--- src/verilog/diam_pkg.sv ---
/*
 Shared constants for the drive I/O assembly mapper: format selector codes,
 bit positions inside the cyclic payload words, drive state codes, scaling.
 Assumes nothing beyond a SystemVerilog compiler.
*/
package diam_pkg;
	// Format selector codes, as written in the configuration setting
	localparam logic [7:0] SEL_DEFAULT = 8'h00;
	localparam logic [7:0] OUT_BASIC = 8'h14;
	localparam logic [7:0] OUT_EXT = 8'h15;
	localparam logic [7:0] OUT_VENDOR = 8'h64;
	localparam logic [7:0] OUT_USER = 8'h66;
	localparam logic [7:0] IN_BASIC = 8'h46;
	localparam logic [7:0] IN_EXT = 8'h47;
	localparam logic [7:0] IN_VENDOR = 8'h65;
	localparam logic [7:0] IN_USER = 8'h67;

	typedef enum logic [1:0] {
		DIAM_FMT_BASIC = 2'b00,
		DIAM_FMT_EXT = 2'b01,
		DIAM_FMT_VENDOR = 2'b10,
		DIAM_FMT_USER = 2'b11
	} diam_fmt_e;

	// Assembly lengths in 16-bit words
	localparam logic [2:0] LEN_SHORT = 3'h2;
	localparam logic [2:0] LEN_LONG = 3'h4;

	// Output byte 0 / byte 1 bit positions (byte 1 bits are offset by 8 in word 0)
	localparam int B_FWD = 0;
	localparam int B_REV = 1;
	localparam int B_RESET_BASIC = 2;
	localparam int B_RUN_SRC = 5;
	localparam int B_SPD_SRC = 6;
	localparam int B_VT_LO = 2;
	localparam int N_VT = 5;
	localparam int B_XA = 13;
	localparam int B_XB = 14;
	localparam int B_RESET_VENDOR = 15;

	// Input byte 0 bit positions, and the first bit of byte 1
	localparam int B_FAULTED = 0;
	localparam int B_RUN_FWD = 2;
	localparam int B_RUN_REV = 3;
	localparam int B_READY = 4;
	localparam int B_RUN_ACT = 5;
	localparam int B_SPD_ACT = 6;
	localparam int B_AT_REF = 7;
	localparam int B_STATE_LO = 8;

	// Drive state codes reported in extended input byte 1
	localparam logic [7:0] ST_STARTUP = 8'h01;
	localparam logic [7:0] ST_FAULTED = 8'h07;

	// Per-unit frequency: this value equals the configured maximum frequency
	localparam logic [15:0] PU_FULL = 16'h4E20;
endpackage

--- src/verilog/diam_mapper.sv ---
/*
 Drive I/O assembly mapper. Unpacks the cyclic output assembly from the
 fieldbus master into drive commands and packs drive status into the
 input assembly, sent on poll or on change of state.
 Assumes the link layer delivers whole assemblies as 16-bit words with a
 one-cycle strobe, and that drive status comes from logic on ref_clk.
*/
//
// Contract
// RL1: Each poll request is answered with the current input assembly. The code ignores poll requests in change-of-state mode.
// RL2: Change-of-state connection sends input assembly only when content changed.
// RL3: Output selector 20 basic, 0/21 extended, 100 vendor, 102 user.
// RL4: Input selector 70 basic, 0/71 extended, 101 vendor, 103 user.
// RL5: Basic, extended, vendor are two words; user assemblies are four.
// RL6: Input and output formats are chosen independently.
// RL7: Basic output: bit0 forward run, bit2 alarm clear, word1 speed reference.
// RL8: Basic input: bit0 latched trip, bit2 running forward, word1 actual speed.
// RL9: Extended output: fwd, rev, run-source bit5, speed-source bit6, speed ref.
// RL10: Source request bits pick fieldbus or local run and speed sources.
// RL11: Extended input byte0 flags: faulted, fwd, rev, ready, sources, at-ref.
// RL12: Extended input byte1 is drive state 1..7; word1 actual speed.
// RL13: Vendor output: fwd, rev, five terminals bits2-6, two terminals byte1.
// RL14: Terminal actions come from their function settings, not the payload.
// RL15: Vendor output byte1 bit7 clears the alarm or fault.
// RL16: Vendor output word1 is per-unit frequency, 20000 equals maximum.
// RL17: Format selector changes apply only after a power cycle (reset).
// RL18: Extended input: reverse bit3, ready bit4, run-source bit5, at-ref bit7.
// RL19: Unused output bits ignored; unused input bits returned as zero.
`timescale 1ns/1ps
module diam_mapper (
	input wire logic ref_clk,
	input wire logic rst_b,
	// Configuration; selectors and cos_mode sampled once after reset release, the others used live
	input wire logic [7:0] output_format_select,
	input wire logic [7:0] input_format_select,
	input wire logic cos_mode,
	input wire logic [15:0] max_frequency_setting,
	input wire logic local_run_fwd,
	input wire logic local_run_rev,
	input wire logic [15:0] local_speed_ref,
	// Output assembly words from the master
	input wire logic out_valid,
	input wire logic [1:0] out_index,
	input wire logic [15:0] out_word,
	input wire logic out_last,
	// Poll request from the master
	input wire logic poll_req,
	// Drive status
	input wire logic drive_tripped,
	input wire logic drive_run_fwd,
	input wire logic drive_run_rev,
	input wire logic drive_ready,
	input wire logic drive_at_ref,
	input wire logic [7:0] drive_state,
	input wire logic [15:0] speed_actual,
	input wire logic [63:0] user_in_data,
	// Drive commands
	output logic forward_run_cmd,
	output logic reverse_run_cmd,
	output logic alarm_reset,
	output logic [15:0] speed_ref,
	output logic [15:0] freq_ref,
	output logic freq_ref_mode,
	output logic run_source_active,
	output logic speed_source_active,
	output logic [4:0] virtual_input_terminals,
	output logic extra_terminal_a,
	output logic extra_terminal_b,
	output logic [63:0] user_out_data,
	output logic user_out_strobe,
	// Input assembly to the master
	output logic in_send,
	output logic [63:0] in_data,
	output logic [2:0] in_words,
	output logic [2:0] out_words,
	output logic cfg_error
);
	//////////////////////////////////////////////////////////////////////////
	// Format selection, latched once after reset

	function automatic logic [2:0] out_decode(input logic [7:0] sel);
		case (sel)
			diam_pkg::OUT_BASIC: out_decode = {1'b1, diam_pkg::DIAM_FMT_BASIC};
			diam_pkg::SEL_DEFAULT,
			diam_pkg::OUT_EXT: out_decode = {1'b1, diam_pkg::DIAM_FMT_EXT};
			diam_pkg::OUT_VENDOR: out_decode = {1'b1, diam_pkg::DIAM_FMT_VENDOR};
			diam_pkg::OUT_USER: out_decode = {1'b1, diam_pkg::DIAM_FMT_USER};
			default: out_decode = {1'b0, diam_pkg::DIAM_FMT_EXT};
		endcase
	endfunction

	function automatic logic [2:0] in_decode(input logic [7:0] sel);
		case (sel)
			diam_pkg::IN_BASIC: in_decode = {1'b1, diam_pkg::DIAM_FMT_BASIC};
			diam_pkg::SEL_DEFAULT,
			diam_pkg::IN_EXT: in_decode = {1'b1, diam_pkg::DIAM_FMT_EXT};
			diam_pkg::IN_VENDOR: in_decode = {1'b1, diam_pkg::DIAM_FMT_VENDOR};
			diam_pkg::IN_USER: in_decode = {1'b1, diam_pkg::DIAM_FMT_USER};
			default: in_decode = {1'b0, diam_pkg::DIAM_FMT_EXT};
		endcase
	endfunction

	function automatic logic [2:0] fmt_len(input diam_pkg::diam_fmt_e f);
		fmt_len = (f == diam_pkg::DIAM_FMT_USER) ? diam_pkg::LEN_LONG : diam_pkg::LEN_SHORT;
	endfunction

	diam_pkg::diam_fmt_e out_fmt_reg;
	diam_pkg::diam_fmt_e in_fmt_reg;
	logic cos_reg;
	logic cfg_done_reg;
	logic [2:0] out_dec;
	logic [2:0] in_dec;

	always_comb begin
		out_dec = out_decode(output_format_select); // [RL3]
		in_dec = in_decode(input_format_select); // [RL4]
	end

	// Selectors are caught at the first edge after reset and held until the
	// next reset, so a live change never reshapes a running connection.
	always_ff @(posedge ref_clk or negedge rst_b) begin
		if (!rst_b) begin
			cfg_done_reg <= 1'b0;
			out_fmt_reg <= diam_pkg::DIAM_FMT_EXT;
			in_fmt_reg <= diam_pkg::DIAM_FMT_EXT;
			cos_reg <= 1'b0;
			cfg_error <= 1'b0;
			out_words <= diam_pkg::LEN_SHORT;
			in_words <= diam_pkg::LEN_SHORT;
		end else if (!cfg_done_reg) begin // [RL17]
			cfg_done_reg <= 1'b1;
			// Independent latches: any input format with any output format [RL6]
			out_fmt_reg <= diam_pkg::diam_fmt_e'(out_dec[1:0]);
			in_fmt_reg <= diam_pkg::diam_fmt_e'(in_dec[1:0]);
			cos_reg <= cos_mode;
			cfg_error <= ~(out_dec[2] & in_dec[2]);
			out_words <= fmt_len(diam_pkg::diam_fmt_e'(out_dec[1:0])); // [RL5]
			in_words <= fmt_len(diam_pkg::diam_fmt_e'(in_dec[1:0])); // [RL5]
		end
	end

	//////////////////////////////////////////////////////////////////////////
	// Output assembly capture: words collect until the last one is strobed

	logic [15:0] rx_word_reg [4];
	logic [15:0] cmd_word_reg [4];
	logic cmd_new_reg;

	genvar gi;
	generate
		for (gi = 0; gi < 4; gi++) begin : g_rx
			always_ff @(posedge ref_clk or negedge rst_b) begin
				if (!rst_b) begin
					rx_word_reg[gi] <= 16'h0000;
				end else if (out_valid && out_index == 2'(gi)) begin
					rx_word_reg[gi] <= out_word;
				end
			end
		end
	endgenerate

	// A frame takes effect as a whole: every command but freq_ref changes in one cycle, freq_ref one cycle later
	always_ff @(posedge ref_clk or negedge rst_b) begin
		if (!rst_b) begin
			cmd_word_reg <= '{default: 16'h0000};
			cmd_new_reg <= 1'b0;
		end else begin
			cmd_new_reg <= 1'b0;
			if (out_valid && out_last && cfg_done_reg) begin
				for (int i = 0; i < 4; i++) begin
					cmd_word_reg[i] <= rx_word_reg[i];
				end
				cmd_word_reg[out_index] <= out_word;
				cmd_new_reg <= 1'b1;
			end
		end
	end

	//////////////////////////////////////////////////////////////////////////
	// Command decode

	logic [15:0] w0;
	logic [15:0] w1;
	logic net_fwd;
	logic net_rev;
	logic run_src_next;
	logic spd_src_next;
	logic reset_next;
	logic [15:0] freq_scaled;

	always_comb begin
		w0 = cmd_word_reg[0];
		w1 = cmd_word_reg[1];
		net_fwd = 1'b0;
		net_rev = 1'b0;
		run_src_next = 1'b1;
		spd_src_next = 1'b1;
		reset_next = 1'b0;
		// Only the documented bits are looked at; the rest are ignored [RL19]
		case (out_fmt_reg)
			diam_pkg::DIAM_FMT_BASIC: begin
				net_fwd = w0[diam_pkg::B_FWD]; // [RL7]
				reset_next = w0[diam_pkg::B_RESET_BASIC]; // [RL7]
			end
			diam_pkg::DIAM_FMT_EXT: begin
				net_fwd = w0[diam_pkg::B_FWD]; // [RL9]
				net_rev = w0[diam_pkg::B_REV]; // [RL9]
				run_src_next = w0[diam_pkg::B_RUN_SRC]; // [RL9]
				spd_src_next = w0[diam_pkg::B_SPD_SRC]; // [RL9]
			end
			diam_pkg::DIAM_FMT_VENDOR: begin
				net_fwd = w0[diam_pkg::B_FWD]; // [RL13]
				net_rev = w0[diam_pkg::B_REV]; // [RL13]
				reset_next = w0[diam_pkg::B_RESET_VENDOR]; // [RL15]
			end
			default: begin
				// User format carries no run command; local sources drive
				run_src_next = 1'b0;
				spd_src_next = 1'b0;
			end
		endcase
	end

	diam_freq_scale u_scale (
		.ref_clk(ref_clk),
		.rst_b(rst_b),
		.pu_value(w1), // [RL16]
		.max_freq(max_frequency_setting),
		.freq_out(freq_scaled)
	);

	always_ff @(posedge ref_clk or negedge rst_b) begin
		if (!rst_b) begin
			run_source_active <= 1'b0;
			speed_source_active <= 1'b0;
			forward_run_cmd <= 1'b0;
			reverse_run_cmd <= 1'b0;
		end else begin
			run_source_active <= run_src_next;
			speed_source_active <= spd_src_next;
			// Run commands follow the selected source [RL10]
			forward_run_cmd <= run_src_next ? net_fwd : local_run_fwd;
			reverse_run_cmd <= run_src_next ? net_rev : local_run_rev;
		end
	end

	always_ff @(posedge ref_clk or negedge rst_b) begin
		if (!rst_b) begin
			speed_ref <= 16'h0000;
			freq_ref <= 16'h0000;
			freq_ref_mode <= 1'b0;
		end else begin
			freq_ref_mode <= (out_fmt_reg == diam_pkg::DIAM_FMT_VENDOR);
			// Speed reference follows the selected source [RL10]
			speed_ref <= spd_src_next ? w1 : local_speed_ref; // [RL7] [RL9]
			freq_ref <= freq_scaled; // [RL16]
		end
	end

	// Alarm clear is a one-cycle pulse per received frame with the bit set
	always_ff @(posedge ref_clk or negedge rst_b) begin
		if (!rst_b) begin
			alarm_reset <= 1'b0;
		end else begin
			alarm_reset <= cmd_new_reg & reset_next; // [RL7] [RL15]
		end
	end

	// Terminal levels only; their meaning is set by the drive's function
	// settings downstream, never by this block.
	always_ff @(posedge ref_clk or negedge rst_b) begin
		if (!rst_b) begin
			virtual_input_terminals <= 5'h00;
			extra_terminal_a <= 1'b0;
			extra_terminal_b <= 1'b0;
		end else if (out_fmt_reg == diam_pkg::DIAM_FMT_VENDOR) begin
			virtual_input_terminals <= w0[diam_pkg::B_VT_LO +: diam_pkg::N_VT]; // [RL13] [RL14]
			extra_terminal_a <= w0[diam_pkg::B_XA]; // [RL13] [RL14]
			extra_terminal_b <= w0[diam_pkg::B_XB]; // [RL13] [RL14]
		end else begin
			virtual_input_terminals <= 5'h00;
			extra_terminal_a <= 1'b0;
			extra_terminal_b <= 1'b0;
		end
	end

	always_ff @(posedge ref_clk or negedge rst_b) begin
		if (!rst_b) begin
			user_out_data <= 64'h0000000000000000;
			user_out_strobe <= 1'b0;
		end else begin
			user_out_strobe <= cmd_new_reg && (out_fmt_reg == diam_pkg::DIAM_FMT_USER);
			user_out_data <= {cmd_word_reg[3], cmd_word_reg[2], cmd_word_reg[1], cmd_word_reg[0]};
		end
	end

	//////////////////////////////////////////////////////////////////////////
	// Input assembly packing

	logic [63:0] in_pack;
	logic [7:0] flags;

	always_comb begin
		flags = 8'h00;
		in_pack = 64'h0000000000000000; // Unused bits stay zero [RL19]
		case (in_fmt_reg)
			diam_pkg::DIAM_FMT_BASIC: begin
				flags[diam_pkg::B_FAULTED] = drive_tripped; // [RL8]
				flags[diam_pkg::B_RUN_FWD] = drive_run_fwd; // [RL8]
				in_pack[31:0] = {speed_actual, 8'h00, flags}; // [RL8]
			end
			diam_pkg::DIAM_FMT_EXT: begin
				flags[diam_pkg::B_FAULTED] = drive_tripped; // [RL11]
				flags[diam_pkg::B_RUN_FWD] = drive_run_fwd; // [RL11]
				flags[diam_pkg::B_RUN_REV] = drive_run_rev; // [RL18]
				flags[diam_pkg::B_READY] = drive_ready; // [RL18]
				flags[diam_pkg::B_RUN_ACT] = run_source_active; // [RL18]
				flags[diam_pkg::B_SPD_ACT] = speed_source_active; // [RL11]
				flags[diam_pkg::B_AT_REF] = drive_at_ref; // [RL18]
				in_pack[31:0] = {speed_actual, 16'h0000} | {16'h0000, 8'h00, flags};
				// Out-of-range state codes are reported as zero [RL12]
				if (drive_state >= diam_pkg::ST_STARTUP && drive_state <= diam_pkg::ST_FAULTED) begin
					in_pack[diam_pkg::B_STATE_LO +: 8] = drive_state; // [RL12]
				end
			end
			diam_pkg::DIAM_FMT_VENDOR: begin
				// Layout of this assembly is supplied by the drive core
				in_pack[31:0] = user_in_data[31:0];
			end
			default: begin
				in_pack = user_in_data;
			end
		endcase
	end

	//////////////////////////////////////////////////////////////////////////
	// Transmission: poll mode answers every poll; change-of-state mode sends once after reset, then only on a difference

	logic [63:0] last_sent_reg;
	logic sent_once_reg;
	logic send_now;

	always_comb begin
		if (cos_reg) begin
			send_now = cfg_done_reg && (!sent_once_reg || in_pack != last_sent_reg); // [RL2]
		end else begin
			send_now = cfg_done_reg && poll_req; // [RL1]
		end
	end

	always_ff @(posedge ref_clk or negedge rst_b) begin
		if (!rst_b) begin
			in_send <= 1'b0;
			in_data <= 64'h0000000000000000;
			last_sent_reg <= 64'h0000000000000000;
			sent_once_reg <= 1'b0;
		end else begin
			in_send <= send_now;
			if (send_now) begin
				in_data <= in_pack; // [RL1] [RL2]
				last_sent_reg <= in_pack;
				sent_once_reg <= 1'b1;
			end
		end
	end
endmodule // diam_mapper

--- src/verilog/diam_freq_scale.sv ---
/*
 Converts a per-unit frequency command into a frequency in the units of the
 maximum frequency setting: value * max / full scale. Registered output,
 one cycle latency. Assumes inputs on the same clock.
*/
`timescale 1ns/1ps
module diam_freq_scale (
	input wire logic ref_clk,
	input wire logic rst_b,
	input wire logic [15:0] pu_value,
	input wire logic [15:0] max_freq,
	output logic [15:0] freq_out
);
	logic [31:0] product;
	logic [31:0] quotient;

	always_comb begin
		product = 32'(pu_value) * 32'(max_freq);
		quotient = product / 32'(diam_pkg::PU_FULL);
	end

	// Clip at the maximum: a command above full scale, or a speed word seen
	// outside the frequency format, never asks for more than the maximum
	always_ff @(posedge ref_clk or negedge rst_b) begin
		if (!rst_b) begin
			freq_out <= 16'h0000;
		end else if (quotient > 32'(max_freq)) begin
			freq_out <= max_freq;
		end else begin
			freq_out <= quotient[15:0];
		end
	end
endmodule // diam_freq_scale

--- config.mk ---
export PLATFORM = sky130hd
export DESIGN_NAME = diam_mapper
export DESIGN_NICKNAME = d
export VERILOG_FILES = /design/src/verilog/diam_pkg.sv /design/src/verilog/diam_mapper.sv /design/src/verilog/diam_freq_scale.sv
export SDC_FILE = /design/constraint.sdc
export NUM_CORES = 1
export LEC_CHECK = 0
export BUFFER_PORTS_ARGS = -buffer_cell sky130_fd_sc_hd__clkbuf_2
export CORE_MARGIN = 2
export CORE_UTILIZATION = 58
export CTS_BUF_LIST = sky130_fd_sc_hd__clkbuf_4
export DETAILED_ROUTE_END_ITERATION = 10
export PLACE_DENSITY = 0.79
export SYNTH_ARGS = -nofsm -noshare
export SYNTH_HDL_FRONTEND = slang
export SYNTH_SLANG_ARGS = --single-unit
--- constraint.sdc ---
create_clock -name ref_clk -period 42.4 [get_ports ref_clk]
set_clock_uncertainty 0.05 [all_clocks]
set_input_delay 12.72 -clock ref_clk [delete_from_list [all_inputs] [get_ports ref_clk]]
set_output_delay 12.72 -clock ref_clk [all_outputs]
set_load 0.1 [all_outputs]
; Word-level counts from Yosys, hierarchy flattened
; Cells that the tools add are included.
[word_totals]
wordCells = 112
out_inout_bits = 182
reg_bits = 334
in_bits = 167
[op_classes]
mux = 24
eq_ne = 19
n_mul = 1
n_div = 1
reduce_logical = 24
bitwise_logic = 5
n_lt_le_gt_ge = 5
[ops]
columns = cell, count
row1 = $bwmux W64, 1
row2 = $ne A64 B64 Y1, 1
row3 = $pmux W32 S2, 1
row4 = $eq A8 B7 Y1 const B, 6
row5 = $mux W16, 3
row6 = $demux W16 S2, 1
row7 = $div A32 B15 Y32 const B, 1
row8 = $gt A32 B16 Y1, 1
row9 = $mul A16 B16 Y32, 1
row10 = $mux W32, 1
row11 = $or A32 B8 Y32, 1
row12 = $pmux W3 S4, 2
row13 = $eq A8 B5 Y1 const B, 2
row14 = $logic_not A8 Y1, 2
row15 = $eq A2 B2 Y1 const B, 7
row16 = $logic_and A1 B1 Y1, 11
row17 = $ge A8 B1 Y1 const B, 1
row18 = $le A8 B3 Y1 const B, 1
row19 = $mux W1, 8
row20 = $mux W8, 1
row21 = $reduce_or A2 Y1, 4
row22 = $eq A2 B1 Y1 const B, 3
row23 = $logic_not A2 Y1, 3
row24 = $mux W3, 2
row25 = other kinds (10), 14

; Longest topological paths before layout
[depth]
depth_word = 8
mapped_depth = 108
depth_no_buf = 95

; By module
; A second synthesis with hierarchy kept.
[unflattened]
cells_unflattened = 3237
hier_area_um2 = 30458.0
[by_module_without_submodules]
columns = mod, n_inst, cells_per_inst, seq_area_each_um2, area_each_um2
row1 = diam_freq_scale, 1, 2171, 400.4, 17299.1
row2 = diam_mapper, 1, 1066, 7912.6, 13158.9

; Least setup slack after synthesis
; OpenSTA, ideal clock, no wires.
[synth_path]
kind = input to register
start = in max_frequency_setting[3]
end = reg u_scale.freq_out[2]
slack_ps = 7365
stages = 99
arrival_ps = 34848
t_required_ps = 42213
setup_time_ps = 137
path_cell_list = clkbuf_1 -> clkbuf_1 -> nand2_1 -> fa_1 -> inv_1 -> fa_1 -> inv_1 -> fa_1 -> inv_1 -> fa_1 -> fa_1 -> inv_1 -> fa_1 -> inv_1 -> ha_1 -> buf_2 -> nand2_1 -> a211oi_1 -> [63 not listed] -> a211oi_4 -> o21ba_2 -> o221ai_1 -> a221o_1 -> nor4b_1 -> or2_1 -> ha_1 -> nor2b_1 -> o21ai_0 -> nand2b_1 -> a21oi_1 -> o21ai_0 -> a21oi_1 -> a22oi_1 -> a21oi_1 -> o21ai_1 -> clkbuf_1 -> o21ai_0
[synth_via]
elab_chain_cells = 4
[synth_lines]
columns = item, line
row1 = from (decl), diam_mapper.sv:37  ; input wire logic [15:0] max_frequency_setting,
row2 = $mul A16 B16 Y32, diam_freq_scale.sv:18  ; product = 32'(pu_value) * 32'(max_freq);
row3 = $div A32 B15 Y32, diam_freq_scale.sv:19  ; quotient = product / 32'(diam_pkg::PU_FULL);
row4 = $gt A32 B16 Y1, diam_freq_scale.sv:27  ; end else if (quotient > 32'(max_freq)) begin
row5 = $mux W16 (*), diam_freq_scale.sv:27
row6 = to (signal assigned), diam_freq_scale.sv:28  ; freq_out <= max_freq;
row7 = to (signal assigned), diam_freq_scale.sv:30  ; freq_out <= quotient[15:0];
row8 = to (decl), diam_freq_scale.sv:12  ; output logic [15:0] freq_out
; Every way passes the cells marked *; elsewhere a longest branch is shown, timed or not.
; A chain may end at the register's enable or synchronous reset.

; Worst setup path after layout
[layout_path]
start = in max_frequency_setting[15]
end = reg u_scale.freq_out[1]
; The elaborated chain is that of the path after synthesis.

==> flow_summary.ini <==
[setup_path]
crit_path_start_kind = input pin
rrSetupSlack_ns = 14.76
required_ns = 43.05
crit_path_end = u_scale.freq_out[1]
critPathLaunch = max_frequency_setting[15]
cp-end-kind = flip-flop
crit_type = in -> reg
slowest_stage = o32ai_2
crit_top_cell = a21oi_1
crit_path_max_fanout = 27
r2r_cells = 90
cp.arrival_ns = 39.60
rr_startpoint = w1[10]
r2r-end = u_scale.freq_out[1]
crit_path_max_incr_delay_ns = 0.72

[global_route]
grt_usage = 0.319
grt_overflow_total = 0
grt_max_degree = 130
first_global_vias = 26500
grt_pass1_wl_um = 139000
antenna_found_initial = 5

[clock_network]
htreeDepth = 3
ctsResizeCount = 0
cts_tree = done
cts-buffers-inserted = 88
cts_sinks = 332
postCtsSetupBuffers = 0
cts_buffer_depth = 3
cts_root_buf = clkbuf_4
worstSkewPairLatency_ns = 0.91
cts_hold_buf = 0
cts.clk_slew.worst_paths_ns = 0.07

[timing]
worst_pin_slew_ns = 1.17
slew_violations = 0
finalCritPeriodShare = 0.919
whs_ns = 0.284
fmaxAchievable_ghz = 0.0257
fin_tns_setup_ns = 0
fin_crit_ns = 38.96
setup_viol = 0
finalHoldViolCount = 0
relSlewSlack = 0.220
rsz0062_at_grt = no

[cells_and_area]
nets = 4112
seqCellArea_um2 = 8310
area_growth_pct = 10.5
drive_gt1_frac = 0.193
n_fill_cell = 4234
multiInputGateArea_um2 = 20200

[placement]
dpl.hpwl_um = 64300
gp_congestion = 0.980
portBuffers = 346

[min_path]
hp-class = reg -> reg

[yosys]
ys.flop_type = dfrtp_1
syn_inst = 3337
async_reset_ff_frac = 1.00
synth_seq_area_share = 0.275
synth_area_per_cell_um2 = 9.07
synth_cell_types = 128
ys_ff_latch = 332
synth-edff-count = 0
syn_area_um2 = 30300
yosysWarningCount = 0

[detailed_routing]
firstDrtPassIters = 6
dr_total_vias = 26900
ant_nets = 0
wl_per_cell_um = 19.5
via_per_inst = 6.15
drt-total-wl_um = 85500
drc_errors = 0
drt_iter0_markers = 2165

[flow_run]
cap_violations = 0

[floorplanning]
die_width_um = 232
die_y_um = 232
start_util = 0.588
placementRows = 83
core_um2 = 51500
num_io_pins = 349
dieArea_um2 = 54000

[status]
status = finished, final reports clean
-- synthesized netlist by cell type (29+ instances only) --
cell	count	area, µm²
xnor2_1	94	823
clkbuf_1	105	394
nand4_1	32	200
nand2_1	363	1360
nor2_1	143	537
mux2i_1	107	1070
nand3_1	102	510
a211oi_1	37	278
mux2_2	101	1140
o21ai_0	198	991
a21oi_1	137	686
inv_1	296	1110
and2_1	170	1060
o211ai_1	35	263
nor3_1	56	280
fa_1	194	3880
dfrtp_1	328	8210
a31oi_1	29	181
ha_1	125	1560
a21o_1	39	293
xor2_1	31	272
-- per-layer routing --
layer  vias to the layer above  part of all wire  track usage
met4                         2             0.037        0.140
met5                         -           0.00013            0
met1                     13200              0.41        0.412
met3                       200             0.072       0.0501
li1                      12400                 -            -
met2                      1123              0.48        0.533
-- layout by cell type, fill, tap and decap left out, types with 107 or more instances in the layout --
| master | synthesis | layout |
|---|---|---|
| nor2_1 | 143 | 141 |
| clkbuf_2 | 0 | 345 |
| nand2_1 | 363 | 363 |
| dfrtp_1 | 328 | 327 |
| a21oi_1 | 137 | 136 |
| clkbuf_4 | 0 | 128 |
| and2_1 | 170 | 169 |
| fa_1 | 194 | 194 |
| ha_1 | 125 | 125 |
| mux2i_1 | 107 | 107 |
| o21ai_0 | 198 | 198 |
| inv_1 | 296 | 296 |
-- metrics by stage --
step / instances / cell area (µm²) / setup slack [ns] / util
2_1_floorplan: 3338 / 30300 / 7.36 / -
3_5_place_dp: 4216 / 32300 / 3.12 / 0.627
4_1_cts: 4372 / 33400 / 3.88 / 0.649
5_1_grt: 4377 / 33500 / 1.61 / 0.649
6_report: 4377 / 33500 / 3.44 / 0.649
3_3_place_gp: 4216 / 32300 / 3.58 / 0.627
-- critical path: cells and delay by family --
kind | cells | cell delay, ns
adders and majority gates | 9 | 4.17
buffers and inverters | 6 | 1.13
and+or+nand+nor | 16 | 4.32
AOI/OAI and AO/OA | 47 | 13.83
muxes | 4 | 1.29
xor gates and xnor gates | 5 | 2.06
-- worst min path at each step --
| stage | slack [ns] | to | cells after the start | from |
|---|---|---|---|---|
| after floorplan | 0.28 | freq_ref[0] | 0 | u_scale.freq_out[0] |
| after CTS | 0.30 | freq_ref[7] | 0 | u_scale.freq_out[7] |
| after global routing | 0.30 | freq_ref[11] | 0 | u_scale.freq_out[11] |
| final | 0.28 | user_out_data[10] | 0 | w0[10] |
| after global placement | 0.28 | freq_ref[6] | 0 | u_scale.freq_out[6] |
| after detailed placement | 0.28 | freq_ref[6] | 0 | u_scale.freq_out[6] |
-- final cells by class --
cell class	count	share of cell area
Sequential cell	332	0.249
Tap cell	680	0.0254
Antenna cell	5	0.000374
Clock buffer	128	0.0287
Inverter	303	0.0340
Multi-Input combinational cell	2545	0.603
Timing Repair Buffer	356	0.0543
Clock inverter	28	0.00535
-- kinds of logic (layout without fill, tap and decap cells) --
| family | count (synthesis) | in the layout | share of synthesized area |
|---|---|---|---|
| other cells | 2 | 8 | 0.000248 |
| fa+ha+maj | 325 | 325 | 0.182 |
| buf+inv | 461 | 815 | 0.0602 |
| mux | 211 | 211 | 0.0742 |
| simple gates | 1048 | 1048 | 0.174 |
| flops | 332 | 332 | 0.275 |
| xor+xnor | 132 | 132 | 0.0407 |
| compound gates | 826 | 826 | 0.194 |
Power is not shown: default switching activity piles up to over one toggle a cycle in this logic, so the estimate is an artifact.
